`config.mk`:
```
export PLATFORM = sky130hd
export DESIGN_NAME = port_swap_and_remap_config
export DESIGN_NICKNAME = d
export VERILOG_FILES = /design/src/design/port_cfg_pkg.sv /design/src/design/pin_swap_cell.sv /design/src/design/port_swap_and_remap_config.sv
export VERILOG_INCLUDE_DIRS = /design/src /design/src/design
export SDC_FILE = /design/constraint.sdc
export NUM_CORES = 1
export LEC_CHECK = 0
export BUFFER_PORTS_ARGS = -buffer_cell sky130_fd_sc_hd__buf_4
export CAP_MARGIN = 20
export CORE_ASPECT_RATIO = 0.5
export CORE_MARGIN = 3
export CORE_UTILIZATION = 43
export DETAILED_ROUTE_END_ITERATION = 6
export PLACE_DENSITY = 0.79
export SYNTH_ARGS = -nofsm -noshare
export SYNTH_HDL_FRONTEND = slang
export SYNTH_SLANG_ARGS = --single-unit
```
`constraint.sdc`:
```
create_clock -name mclk_in -period 2.17 [get_ports mclk_in]
set_clock_uncertainty 0.15 [all_clocks]
set_input_delay 0.217 -clock mclk_in [delete_from_list [all_inputs] [get_ports mclk_in]]
set_output_delay 0.217 -clock mclk_in [all_outputs]
set_load 0.01 [all_outputs]
```
`src/design/port_cfg_consts.svh`:
```
`ifndef PORT_CFG_CONSTS_SVH
`define PORT_CFG_CONSTS_SVH
// register byte addresses (printed offsets 0xFA and 0xFB are not multiples of
// four, so they stand as indices and the byte address is four times the index)
`define SWAP_MASK_IDX        8'hFA
`define REMAP_PAIR_IDX       8'hFB
`define CTRL_IDX             8'hFC
`define STATUS_IDX           8'hFD
`define SWAP_MASK_ADDR       12'h3E8
`define REMAP_PAIR_ADDR      12'h3EC
`define CTRL_ADDR            12'h3F0
`define STATUS_ADDR          12'h3F4
// field positions and values
`define REMAP_P2_HI          7
`define REMAP_P2_LO          4
`define CTRL_MAP_EN_BIT      0
`define P2_DISABLED          4'h0
`define P2_MAX_LOGICAL       4'h7
`define PHYS_PORT2           3'h2
`define SWAP_MASK_RESET      8'h00
`define REMAP_PAIR_RESET     8'h00
`define CTRL_RESET           8'h00
`define NUM_PORTS            7
`endif

```
`src/design/port_cfg_pkg.sv`:
```
package port_cfg_pkg;
    typedef logic [7:0] cfg_byte_t;
    typedef logic [2:0] port_num_t;
    typedef enum logic [1:0] {
        ST_IDLE,
        ST_ACCESS
    } apb_state_t;
endpackage

```
`src/design/pin_swap_cell.sv`:
```
`timescale 1ns/1ps
// one port's data pin pair, straight or crossed
module pin_swap_cell (
    input  wire logic swap_in,
    input  wire logic dplus_out_in,
    input  wire logic dminus_out_in,
    input  wire logic dplus_oe_in,
    input  wire logic dminus_oe_in,
    input  wire logic pos_pin_in,
    input  wire logic neg_pin_in,
    output logic      pos_pin_out,
    output logic      neg_pin_out,
    output logic      pos_pin_oe_out,
    output logic      neg_pin_oe_out,
    output logic      dplus_in_out,
    output logic      dminus_in_out
);
    // swap 0 keeps d+ on the positive pin, 1 crosses them
    always_comb begin
        pos_pin_out    = swap_in ? dminus_out_in : dplus_out_in;
        neg_pin_out    = swap_in ? dplus_out_in  : dminus_out_in;
        pos_pin_oe_out = swap_in ? dminus_oe_in  : dplus_oe_in;
        neg_pin_oe_out = swap_in ? dplus_oe_in   : dminus_oe_in;
        dplus_in_out   = swap_in ? neg_pin_in    : pos_pin_in;
        dminus_in_out  = swap_in ? pos_pin_in    : neg_pin_in;
    end
endmodule

```
`src/design/port_swap_and_remap_config.sv`:
```
`timescale 1ns/1ps
`include "port_cfg_consts.svh"
module port_swap_and_remap_config (
    input  wire logic        mclk_in,
    input  wire logic        reset_n_in,
    input  wire logic        psel_in,
    input  wire logic        penable_in,
    input  wire logic        pwrite_in,
    input  wire logic [11:0] paddr_in,
    input  wire logic [31:0] pwdata_in,
    input  wire logic [3:0]  pstrb_in,
    output logic      [31:0] prdata_out,
    output logic             pready_out,
    output logic             pslverr_out,
    input  wire logic [7:0]  dplus_tx_in,
    input  wire logic [7:0]  dminus_tx_in,
    input  wire logic [7:0]  dplus_oe_in,
    input  wire logic [7:0]  dminus_oe_in,
    input  wire logic [7:0]  pos_pin_in,
    input  wire logic [7:0]  neg_pin_in,
    output logic      [7:0]  pos_pin_out,
    output logic      [7:0]  neg_pin_out,
    output logic      [7:0]  pos_pin_oe_out,
    output logic      [7:0]  neg_pin_oe_out,
    output logic      [7:0]  dplus_rx_out,
    output logic      [7:0]  dminus_rx_out,
    input  wire logic [2:0]  host_port_in,
    output logic      [2:0]  phys_port_out,
    output logic             host_port_valid_out,
    output logic      [2:0]  port2_logical_out,
    output logic             port2_enabled_out,
    output logic      [2:0]  port_count_out
);
    logic                    rst_s1_q;
    logic                    rst_n_q;
    port_cfg_pkg::cfg_byte_t swap_mask_q;
    port_cfg_pkg::cfg_byte_t remap_pair_q;
    port_cfg_pkg::cfg_byte_t ctrl_q;
    logic [31:0]             prdata_q;
    logic                    slverr_q;
    port_cfg_pkg::apb_state_t state_q;
    logic [3:0]              p2_field;
    logic                    map_en;
    logic                    p2_legal;
    logic [2:0]              p2_logical;
    logic                    hit_swap;
    logic                    hit_remap;
    logic                    hit_ctrl;
    logic                    hit_status;
    logic                    wr_ok;

    // reset release through two flops, assert is immediate
    always_ff @(posedge mclk_in or negedge reset_n_in) begin
        if (!reset_n_in) begin
            rst_s1_q <= 1'b0;
            rst_n_q  <= 1'b0;
        end else begin
            rst_s1_q <= 1'b1;
            rst_n_q  <= rst_s1_q;
        end
    end

    // decode; only full-word aligned addresses hit
    assign hit_swap   = (paddr_in == `SWAP_MASK_ADDR);
    assign hit_remap  = (paddr_in == `REMAP_PAIR_ADDR);
    assign hit_ctrl   = (paddr_in == `CTRL_ADDR);
    assign hit_status = (paddr_in == `STATUS_ADDR);
    assign wr_ok = psel_in && penable_in && pwrite_in && pstrb_in[0];

    // one wait-free access: pready high in every access phase
    assign pready_out  = (state_q == port_cfg_pkg::ST_ACCESS);
    assign pslverr_out = pready_out & slverr_q;
    assign prdata_out  = prdata_q;

    // setup phase tracker
    always_ff @(posedge mclk_in or negedge rst_n_q) begin
        if (!rst_n_q) begin
            state_q <= port_cfg_pkg::ST_IDLE;
        end else begin
            unique case (state_q)
                port_cfg_pkg::ST_IDLE: begin
                    if (psel_in && !penable_in) begin
                        state_q <= port_cfg_pkg::ST_ACCESS;
                    end
                end
                port_cfg_pkg::ST_ACCESS: begin
                    state_q <= port_cfg_pkg::ST_IDLE;
                end
            endcase
        end
    end

    // read data and error captured in setup so they stand in access phase
    always_ff @(posedge mclk_in or negedge rst_n_q) begin
        if (!rst_n_q) begin
            prdata_q <= 32'h0000_0000;
            slverr_q <= 1'b0;
        end else if (psel_in && !penable_in) begin
            slverr_q <= !(hit_swap || hit_remap || hit_ctrl || hit_status)
                        || (pwrite_in && hit_status);
            prdata_q <= 32'h0000_0000;
            if (!pwrite_in) begin
                if (hit_swap) begin
                    prdata_q <= {24'h000000, swap_mask_q};
                end else if (hit_remap) begin
                    prdata_q <= {24'h000000, remap_pair_q};
                end else if (hit_ctrl) begin
                    prdata_q <= {24'h000000, ctrl_q};
                end else if (hit_status) begin
                    prdata_q <= {24'h0000_0, 1'b0, port_count_out,
                                 port2_enabled_out, port2_logical_out};
                end
            end
        end
    end

    // register writes land at the edge that completes the access
    always_ff @(posedge mclk_in or negedge rst_n_q) begin
        if (!rst_n_q) begin
            swap_mask_q  <= `SWAP_MASK_RESET;
            remap_pair_q <= `REMAP_PAIR_RESET;
            ctrl_q       <= `CTRL_RESET;
        end else if (wr_ok && pready_out) begin
            if (hit_swap) begin
                swap_mask_q <= pwdata_in[7:0];
            end
            if (hit_remap) begin
                remap_pair_q <= pwdata_in[7:0];
            end
            if (hit_ctrl) begin
                ctrl_q <= pwdata_in[7:0];
            end
        end
    end

    // per-port pin swap; bit n steers port n, bit 0 the upstream port
    genvar g;
    for (g = 0; g < 8; g++) begin : g_swap
        pin_swap_cell u_cell (
            .swap_in       (swap_mask_q[g]),
            .dplus_out_in  (dplus_tx_in[g]),
            .dminus_out_in (dminus_tx_in[g]),
            .dplus_oe_in   (dplus_oe_in[g]),
            .dminus_oe_in  (dminus_oe_in[g]),
            .pos_pin_in    (pos_pin_in[g]),
            .neg_pin_in    (neg_pin_in[g]),
            .pos_pin_out   (pos_pin_out[g]),
            .neg_pin_out   (neg_pin_out[g]),
            .pos_pin_oe_out(pos_pin_oe_out[g]),
            .neg_pin_oe_out(neg_pin_oe_out[g]),
            .dplus_in_out  (dplus_rx_out[g]),
            .dminus_in_out (dminus_rx_out[g])
        );
    end

    // port 2 remap decode; reserved codes fall back to disabled
    assign map_en   = ctrl_q[`CTRL_MAP_EN_BIT];
    assign p2_field = remap_pair_q[`REMAP_P2_HI:`REMAP_P2_LO];
    assign p2_legal = (p2_field != `P2_DISABLED)
                      && (p2_field <= `P2_MAX_LOGICAL);
    assign p2_logical = p2_field[2:0];

    // logical view of port 2; without mapping it keeps its own number
    always_comb begin
        if (map_en) begin
            port2_enabled_out = p2_legal;
            port2_logical_out = p2_legal ? p2_logical : 3'h0;
        end else begin
            port2_enabled_out = 1'b1;
            port2_logical_out = `PHYS_PORT2;
        end
    end

    // only a count goes out for enumeration, never a numbering
    assign port_count_out = (map_en && !p2_legal)
                            ? 3'(`NUM_PORTS - 1) : 3'(`NUM_PORTS);

    // host port numbers are logical; translate back for port 2 only
    // since the other remap fields are not decoded here
    always_comb begin
        phys_port_out       = host_port_in;
        host_port_valid_out = (host_port_in != 3'h0);
        if (map_en && p2_legal && host_port_in == p2_logical) begin
            phys_port_out = `PHYS_PORT2;
        end
    end
endmodule

```
==> results.md, run 1 <==
- Outcome: finished, final reports clean
- Global route overflow: 0
- Routed len/inst: 15.7 um
- Largest net degree at the start of global routing: 35
- Dpl ws: 0.117 ns
- Worst-case clock buffer depth: 2
- Min-Delay Path Class: input port to flop
- P_leak: 0.00192 uW
- Via count: 2,478
- Comb power frac: 0.211
- Initial antenna violation count: 0
- Synthesis-to-finish area growth: 31.3%
- Post-synth EDFFs: 0
- Starting Density: 0.466
- Clock share of power: 0.406
- H-tree Lvls: 2
- Yosys warnings: 0
- Post-DP HPWL: 6.06 mm
- Fin crit period: 2.11 ns
- Period Utilization, post-route: 0.972
- Ant diodes: 0
- Asr flop ratio synth: 1.00
- Antenna-violating nets left: 0
- Drc violations: 0
- Seq/Total Area, Yosys: 0.304
- Root Buffer: clkbuf_16
- Internal: 1330 uW
- Global-route wire length before repair: 11.8 mm
- Post-CTS Setup Bufs: 0
- Cells after synthesis: 300
- Clk sinks: 36
- Vias in the first global route: 2,456
- Die W: 123 um
- Critical Path Source Type: flop
- Critical path required time: 1.80 ns
- Total iterations of the first detailed-routing run: 5
- P_sw: 438 uW
- # rows: 20
- FMAX: 474 MHz
- Final core utilization: 0.612
- P per Cell Area: 455 nW/um^2
- Seq pwr share: 0.383
- DRT iter0 DRCs: 124
- Final Hold Viols: 0
- Final wirelength: 7.67 mm
- Endpoints failing setup: 0
- CP Capture Type: output port
- Final setup margin: 0.0610 ns
- Yosys reg bits: 36
- Final Wtd Congestion: 0.880
- CTS tree: built
- Synth Flop Type: dfrtp_1
- Clock slew at reported path FFs: 0.06 ns
- Max-cap viol count: 0
- Critical path arrival: 1.74 ns
- Most common cell after layout, fill and taps aside: buf_4
- Die area: 7990 um^2
- Worst-Skew Late Latency: 0.28 ns
- Core box area: 6360 um^2
- All-Layer GR Usage: 0.186
- Crit Path Max Fanout: 3
- Layout cells sized above 1: 0.614
- Final slew viol count: 0
- Crit path kind: flop to output port
- Synthesized area: 2960 um^2
- # IOs: 197
- Die height: 64.7 um
- Via count normalized by instance count: 5.09
- Fin nets: 502
- Netlist cell types: 42
- Setup TNS: 0 ns
- Syn avg cell area: 9.88 um^2
- Port Buffer Count: 143
- Total CTS buffers: 5
- Commonest cells after routing, fill and taps aside: buf_4 (156), mux2_2 (72), dfrtp_1 (36), conb_1 (27), o21ai_0 (12)
- Net Sw Frac: 0.247
- Peak VDD IR: 0.308 mV
## sequential cells by signal, summed over array words and instances (netlist names)
register,flops
remap_pair_q,8
ctrl_q,8
slverr_q,1
swap_mask_q,8
state_q,1
rst_s1_q,1
prdata_out,8
rst_n_q,1
## critical path: stages (launching register included)
cell	delay [ns]
dfrtp_1	0.39
or3b_4	0.42
a211oi_4	0.26
o21ai_2	0.10
and2_1	0.17
buf_4	0.14
## routing by layer
metal	vias up	GRT usage	wire length (um)
met5	-	0	0
met4	0	0.0524	187
met3	24	0.0384	636
met2	136	0.335	3840
met1	1179	0.224	3000
li1	1139	-	-
## per-stage QoR
stage	instances	power, uW	hold WS (ns)	cell area [um^2]
2_1_floorplan	325	932	-0.229	3060
4_1_cts	487	1790	0.0340	3880
3_3_place_gp	478	1050	-0.151	3710
5_1_grt	487	1860	0.0341	3890
6_report	487	1770	0.0385	3890
3_5_place_dp	478	1060	-0.148	3710
## cells in the mapped netlist, drive strengths merged (2+ instances only)
master | instances | area share
buf | 76 | 0.19
mux2 | 72 | 0.27
dfrtp | 36 | 0.30
clkbuf | 15 | 0.019
o21ai | 13 | 0.022
nand2 | 10 | 0.013
nor2 | 9 | 0.011
a21oi | 6 | 0.010
mux2i | 6 | 0.020
nor2b | 5 | 0.011
nand2b | 4 | 0.0084
a31oi | 3 | 0.0063
and2 | 3 | 0.0063
nand3 | 3 | 0.0051
nor4 | 3 | 0.0063
or2 | 3 | 0.0072
or3 | 3 | 0.0097
a22oi | 2 | 0.0051
and3 | 2 | 0.0042
conb | 2 | 0.0025
inv | 2 | 0.0025
nand4 | 2 | 0.0042
nor3 | 2 | 0.0034
nor3b | 2 | 0.0051
o211ai | 2 | 0.0051
## area by class of cell
cell class	count	area, um^2
clock buffers	6	139
fillers	513	2460
multi-input cells	196	1540
flip-flops and latches	36	901
clock inverters	2	10.0
well taps	88	110
inverters	2	7.51
repair buffers	157	1180
## logic make-up (layout without fill, tap and decap cells)
logic type                Yosys count  count (layout)  synth area share
AOI/OAI and AO/OA                  34              34            0.0735
xor gates and xnor gates            2               2           0.00591
buffers and inverters              93             167             0.213
DFF                                36              36             0.304
muxes                              78              78             0.294
other                               2              27           0.00253
and+or+nand+nor                    55              55             0.107
## power groups by stage
stage	Sequential (uW)	Combinational [uW]	Clock, uW
global placement	691	357	0
detailed placement	691	370	0
finish	679	374	719
global route	680	407	769
CTS	679	373	734
floorplan	700	232	0
## worst paths after layout
check | from | endpoint | slack (ns) | cells after the start
worst max-delay path | remap_pair_q[6]$_DFFE_PN0P_ | phys_port_out[0] | 0.06 | 5
worst min-delay path | pwdata_in[2] | remap_pair_q[2]$_DFFE_PN0P_ | 0.04 | 2
worst max register to register | state_q[0]$_DFFE_PN0P_ | remap_pair_q[1]$_DFFE_PN0P_ | 0.24 | 6
worst min register to register | rst_n_q$_DFF_PN0_ | ctrl_q[2]$_DFFE_PN0P_ | 0.13 | 1
max in group asynchronous | rst_n_q$_DFF_PN0_ | remap_pair_q[3]$_DFFE_PN0P_ | 1.42 | 1
min in group asynchronous | reset_n_in | rst_s1_q$_DFF_PN0_ | 0.10 | 2
## what timing repair did
item,CTS,global route
pin swaps,1,2
hold buffers,1,0
setup endpoints to repair,2,3
gates resized for setup,2,3
hold endpoints to repair,2,0
(Power assumes the default switching activity.)
==> run 2: changes to the inputs <==
CTS_BUF_LIST = sky130_fd_sc_hd__clkbuf_4 sky130_fd_sc_hd__clkbuf_8   (was not set)
PLACE_DENSITY = 0.8   (was 0.79)
REMOVE_ABC_BUFFERS = 1   (was not set)
SYNTH_HIERARCHICAL = 1   (was not set)
==> run 2 against run 1 <==
  * Die area is 3.7% lower
  * Largest cell class unchanged
  * Synthesized cell count is 17% lower
  * Critical endpoint unchanged
  * Highest routed layer unchanged
  * Sequential share of layout area is 0.67 points lower
  * Global-route usage is 0.16 points lower
==> results.md, run 2 <==
- Final core utilization: 0.643 (was 0.612)
- Largest net degree at the start of global routing: 35 (unchanged)
- Seq pwr share: 0.441 (was 0.383)
- Cell with the largest stage delay on the worst path: dfrtp_1 (was or3b_4)
- Yosys warnings: 6 (was 0)
- Die height: 63.5 um (was 64.7 um)
- Syn avg cell area: 11.4 um^2 (was 9.88 um^2)
- Critical path required time: 1.80 ns (about the same)
- CP Capture Type: output port (unchanged)
- Register area: 901 um^2 (unchanged)
- H-tree Lvls: 2 (unchanged)
- Post-DP HPWL: 6.03 mm (was 6.06 mm)
- Critical path arrival: 1.72 ns (was 1.74 ns)
- Synthesis-to-finish area growth: 40.8% (was 31.3%)
- Die area: 7690 um^2 (was 7990 um^2)
- CTS tree: built (unchanged)
- Final wirelength: 7.39 mm (was 7.67 mm)
- Die W: 121 um (was 123 um)
- Layout cells sized above 1: 0.615 (was 0.614)
- Total CTS buffers: 5 (unchanged)
- Crit path kind: flop to output port (unchanged)
- Final Non-Filler Cells: 485 (was 487)
- CP peak stage delay: 0.39 ns (was 0.42 ns)
- Unrepaired setup endpoints after global routing: yes
- Synth Flop Type: dfrtp_1 (unchanged)
- Internal: 1140 uW (was 1330 uW)
- All-Layer GR Usage: 0.184 (was 0.186)
- Min-Delay Path Class: input port to flop (unchanged)
- Global-route wire length before repair: 11.5 mm (was 11.8 mm)
- Via count: 2,465 (was 2,478)
- Final setup margin: 0.0816 ns (was 0.0610 ns)
- Outcome: finished, final reports clean (unchanged)
- Fin nets: 501 (was 502)
- Final Hold Viols: 0 (unchanged)
- P per Cell Area: 383 nW/um^2 (was 455 nW/um^2)
- Post-synth top cells: mux2_4 (48), dfrtp_1 (36), buf_4 (27) (was buf_4 (75), mux2_2 (72), dfrtp_1 (36))
- Initial antenna violation count: 0 (unchanged)
- Crit Path Max Fanout: 3 (unchanged)
- Layout filler cell count: 488 (was 513)
- Routed len/inst: 15.2 um (was 15.7 um)
- # IOs: 197 (unchanged)
- Endpoints failing setup: 0 (unchanged)
- P_sw: 400 uW (was 438 uW)
- Drc violations: 0 (unchanged)
- FMAX: 479 MHz (was 474 MHz)
- Worst-case clock buffer depth: 2 (unchanged)
- Final Wtd Congestion: 0.866 (was 0.880)
- Cells after synthesis: 249 (was 300)
- Root Buffer: clkbuf_8 (was clkbuf_16)
- Via count normalized by instance count: 5.08 (was 5.09)
- Post-synth EDFFs: 0 (unchanged)
- Clock slew at reported path FFs: 0.07 ns (was 0.06 ns)
- Core box area: 6230 um^2 (was 6360 um^2)
- WP buf/inv: 1 (unchanged)
- Worst path cell trace: or3b_4 > a211oi_2 > o211ai_1 > and2_1 > buf_6 (was or3b_4 > a211oi_4 > o21ai_2 > and2_1 > buf_4)
- Post-synth top area share: 0.316 (was 0.304)
- Clock share of power: 0.300 (was 0.406)
- Period Utilization, post-route: 0.962 (was 0.972)
- Dpl ws: 0.153 ns (was 0.117 ns)
- Multi-input gate area: 1720 um^2 (was 1540 um^2)
- Critical Path Source Type: flop (unchanged)
- Port Buffer Count: 143 (unchanged)
- Post-CTS Setup Bufs: 0 (unchanged)
- Setup TNS: 0 ns (unchanged)
- P_leak: 0.00203 uW (was 0.00192 uW)
- Seq/Total Area, Yosys: 0.316 (was 0.304)
- Yosys reg bits: 36 (unchanged)
- # rows: 20 (unchanged)
- Vias in the first global route: 2,436 (was 2,456)
- Total iterations of the first detailed-routing run: 4 (was 5)
- Net Sw Frac: 0.260 (was 0.247)
- Asr flop ratio synth: 1.00 (unchanged)
- Commonest cells after routing, fill and taps aside: buf_4 (155), mux2_4 (48), dfrtp_1 (36), conb_1 (27), mux2_2 (25) (was buf_4 (156), mux2_2 (72), dfrtp_1 (36), conb_1 (27), o21ai_0 (12))
- Netlist cell types: 45 (was 42)
- Worst-Skew Late Latency: 0.29 ns (was 0.28 ns)
- DRT iter0 DRCs: 148 (was 124)
- Most common cell after layout, fill and taps aside: buf_4 (unchanged)
- Placed instance count: 477 (was 478)
- Antenna-violating nets left: 0 (unchanged)
- Area leader, netlist: dfrtp_1 (unchanged)
- Max-cap viol count: 0 (unchanged)
- Synthesized area: 2850 um^2 (was 2960 um^2)
- Comb power frac: 0.259 (was 0.211)
- Clk sinks: 36 (unchanged)
- Flop-to-flop setup slack: 0.44 ns (was 0.24 ns)
- Delay-heaviest family, CP: simple AND/OR/NAND/NOR gates (unchanged)
- Final slew viol count: 0 (unchanged)
- Peak VDD IR: 0.216 mV (was 0.308 mV)
- Ant diodes: 0 (unchanged)
- Global route overflow: 0 (unchanged)
- Most common cell in the netlist: mux2_4 (was buf_4)
- Starting Density: 0.457 (was 0.466)
- Fin crit period: 2.09 ns (was 2.11 ns)
- Top cells by area, synth: dfrtp_1 (32%), mux2_4 (25%), mux2_2 (9.9%), buf_4 (7.1%), buf_6 (3.2%) (was dfrtp_1 (30%), mux2_2 (27%), buf_4 (19%), o21ai_0 (2.2%), mux2i_1 (2.0%))
## run 2: logic make-up after synthesis
logic type             share of synthesized area
AO/OA/AOI/OAI                             0.0857
flip-flops                                 0.316
other                                    0.00264
XOR/XNOR                                 0.00615
multiplexers                               0.355
buffers and inverters                      0.114
AND/OR/NAND/NOR                            0.120
## run 2: metal layers
| layer | track usage | wire (um) |
|---|---|---|
| met1 | 0.215 | 2830 |
| met2 | 0.347 | 3920 |
| met3 | 0.0386 | 610 |
| met5 | 0 | 0 |
| met4 | 0.0381 | 38 |
## run 2: power by group through the flow
stage | clock network [uW] | registers, uW | logic (uW)
2_1_floorplan | 0 | 700 | 152
3_3_place_gp | 0 | 691 | 385
3_5_place_dp | 0 | 691 | 397
4_1_cts | 464 | 678 | 399
5_1_grt | 497 | 679 | 431
6_report | 460 | 678 | 398
## run 2: timing repair
action,4_1_cts,5_1_grt
cloned,0,0
resized for setup,1,2
pin swaps,3,4
hold endpoints to repair,2,0
hold buffers,1,0
endpoints found under the setup margin,2,2
## run 2: per-stage QoR
step	total power (uW)	hold WS, ns	instance area [um^2]
finish	1540	0.0292	4010
global route	1610	0.0257	4010
CTS	1540	0.0270	4000
detailed placement	1090	-0.148	3910
global placement	1080	-0.150	3910
floorplan	852	-0.229	2630
## run 2: worst paths after layout
path	from	endpoint	cells past startpoint
setup reg to reg	state_q[0]$_DFFE_PN0P_	remap_pair_q[1]$_DFFE_PN0P_	4
setup / recovery	remap_pair_q[4]$_DFFE_PN0P_	phys_port_out[0]	5
min in group asynchronous	reset_n_in	rst_n_q$_DFF_PN0_	2
hold / removal	pwdata_in[0]	ctrl_q[0]$_DFFE_PN0P_	2
max in group asynchronous	rst_n_q$_DFF_PN0_	prdata_out[6]$_DFFE_PN0P_	1
hold reg to reg	rst_n_q$_DFF_PN0_	prdata_out[4]$_DFFE_PN0P_	1
## run 2: area by class of cell
| class | instances | area share |
|---|---|---|
| clock inverter | 1 | 0.00125 |
| tap | 88 | 0.0275 |
| sequential | 36 | 0.225 |
| clock buffer | 6 | 0.0190 |
| multi-input combinational | 195 | 0.430 |
| timing repair buffer | 157 | 0.296 |
| inverter | 2 | 0.00187 |
==> run 3: changes to the inputs <==
CELL_PAD_IN_SITES_DETAIL_PLACEMENT = 0   (was not set)
CELL_PAD_IN_SITES_GLOBAL_PLACEMENT = 1   (was not set)
CORE_UTILIZATION = 31   (was 43)
==> run 3 against run 2 <==
  * Count of clock-buffer cells in the layout shrank 1
  * Combinational power barely moved
  * First-iteration DRC count is 32% lower
  * Register-to-register slack got worse by 0.04 ns
  * Setup slack gained 0.023 ns
  * Utilization fell by 18 points
  * Fmax grew 1.1%
  * Cell count up 6.8%
==> results.md, run 3 (same netlist as run 2, synthesis figures left out) <==
- Setup TNS: 0 ns (unchanged)
- Antenna-violating nets left: 0 (unchanged)
- Core box area: 8830 um^2 (was 6230 um^2)
- Worst-case clock buffer depth: 2 (unchanged)
- P_leak: 0.00205 uW (was 0.00203 uW)
- Worst-Skew Late Latency: 0.29 ns (about the same)
- Post-CTS Setup Bufs: 0 (unchanged)
- Endpoints failing setup: 0 (unchanged)
- Via count normalized by instance count: 4.69 (was 5.08)
- Die height: 73.8 um (was 63.5 um)
- Final Hold Viols: 0 (unchanged)
- Commonest cells after routing, fill and taps aside: buf_4 (158), mux2_4 (48), dfrtp_1 (36), conb_1 (27), mux2_2 (25) (was buf_4 (155), mux2_4 (48), dfrtp_1 (36), conb_1 (27), mux2_2 (25))
- P per Cell Area: 381 nW/um^2 (was 383 nW/um^2)
- Fin nets: 504 (was 501)
- Critical path arrival: 1.70 ns (was 1.72 ns)
- CTS tree: built (unchanged)
- DRT iter0 DRCs: 100 (was 148)
- Die area: 10,400 um^2 (was 7690 um^2)
- Via count: 2,432 (was 2,465)
- Total iterations of the first detailed-routing run: 4 (unchanged)
- Final setup margin: 0.104 ns (was 0.0816 ns)
- Design Power: 1550 uW (was 1540 uW)
- Ant diodes: 0 (unchanged)
- Dpl ws: 0.185 ns (was 0.153 ns)
- Total CTS buffers: 5 (unchanged)
- Final wirelength: 7.50 mm (was 7.39 mm)
- Root Buffer: clkbuf_8 (unchanged)
- Crit path kind: flop to output port (unchanged)
- Critical Path Source Type: flop (unchanged)
- Port Buffer Count: 143 (unchanged)
- # IOs: 197 (unchanged)
- Initial antenna violation count: 0 (unchanged)
- Routed len/inst: 14.5 um (was 15.2 um)
- Post-DP HPWL: 6.13 mm (was 6.03 mm)
- Final slew viol count: 0 (unchanged)
- Peak VDD IR: 0.211 mV (was 0.216 mV)
- CP Capture Type: output port (unchanged)
- # rows: 24 (was 20)
- Synthesis-to-finish area growth: 43.1% (was 40.8%)
- Drc violations: 0 (unchanged)
- DP Area: 3970 um^2 (was 3910 um^2)
- Layout cells sized above 1: 0.618 (was 0.615)
- Critical path required time: 1.80 ns (about the same)
- Die W: 142 um (was 121 um)
- Largest net degree at the start of global routing: 35 (unchanged)
- Post-route cell area: 4070 um^2 (was 4010 um^2)
- Unrepaired setup endpoints after global routing: no (was yes)
- Hold Slack: 0.0232 ns (was 0.0292 ns)
- Max-cap viol count: 0 (unchanged)
- Outcome: finished, final reports clean (unchanged)
- Crit Path Max Fanout: 3 (unchanged)
- Global-route wire length before repair: 11.4 mm (was 11.5 mm)
- Clk sinks: 36 (unchanged)
- Global route overflow: 0 (unchanged)
- Clock slew at reported path FFs: 0.08 ns (was 0.07 ns)
- Most common cell after layout, fill and taps aside: buf_4 (unchanged)
- FMAX: 484 MHz (was 479 MHz)
- Min-Delay Path Class: input port to flop (unchanged)
- All-Layer GR Usage: 0.137 (was 0.184)
- Period Utilization, post-route: 0.952 (was 0.962)
- H-tree Lvls: 2 (unchanged)
- Vias in the first global route: 2,172 (was 2,436)
- Fin crit period: 2.07 ns (was 2.09 ns)
- Starting Density: 0.323 (was 0.457)
- Final Wtd Congestion: 0.801 (was 0.866)
==> run 3: final timing paths <==
path,from,end,slack (ns),cells past startpoint
worst max-delay path,remap_pair_q[4]$_DFFE_PN0P_,phys_port_out[2],0.10,5
worst min-delay path,pwdata_in[2],remap_pair_q[2]$_DFFE_PN0P_,0.02,2
worst max register to register,state_q[0]$_DFFE_PN0P_,remap_pair_q[3]$_DFFE_PN0P_,0.40,4
worst min register to register,rst_n_q$_DFF_PN0_,remap_pair_q[3]$_DFFE_PN0P_,0.13,1
max in group asynchronous,rst_n_q$_DFF_PN0_,prdata_out[0]$_DFFE_PN0P_,1.40,1
min in group asynchronous,reset_n_in,rst_n_q$_DFF_PN0_,0.10,2
==> run 3: layout make-up <==
cell class | instances | area (um^2)
Clock buffer | 5 | 68.8
Clock inverter | 3 | 18.8
Fill cell | 829 | 4750
Inverter | 2 | 7.51
Multi-Input combinational cell | 195 | 1720
Sequential cell | 36 | 901
Tap cell | 117 | 146
Timing Repair Buffer | 160 | 1210
==> run 3: report_power, final <==
part	total, uW	internal, uW	leakage [uW]	switching [uW]
Clock	477	224	0.0000479	254
Sequential	678	675	0.000495	2.55
Combinational	397	231	0.00150	166
==> run 3: worst max-delay path, stage by stage (launching register included) <==
cell      delay (ns)
dfrtp_1         0.39
or3b_4          0.37
a211oi_2        0.18
o211ai_1        0.14
and2_1          0.21
buf_6           0.12
==> run 3: through the flow <==
stage | util | std cells
after CTS | 0.461 | 518
after floorplan | - | 233
after global routing | 0.461 | 518
after global placement | 0.449 | 509
final | 0.461 | 518
after detailed placement | 0.449 | 509
==> run 3: what timing repair did <==
item                                    CTS  global route
hold endpoints to repair                  2             0
endpoints found under the setup margin    2             2
pin swaps                                 4             4
hold buffers                              1             0
gates resized for setup                   2             1
==> run 3: routing by layer <==
layer,share of wire,GRT usage,vias to the layer above
met1,0.43,0.181,1180
met2,0.49,0.233,92
li1,-,-,1155
met5,0,0,-
met4,0.0076,0.0319,0
met3,0.067,0.0260,5
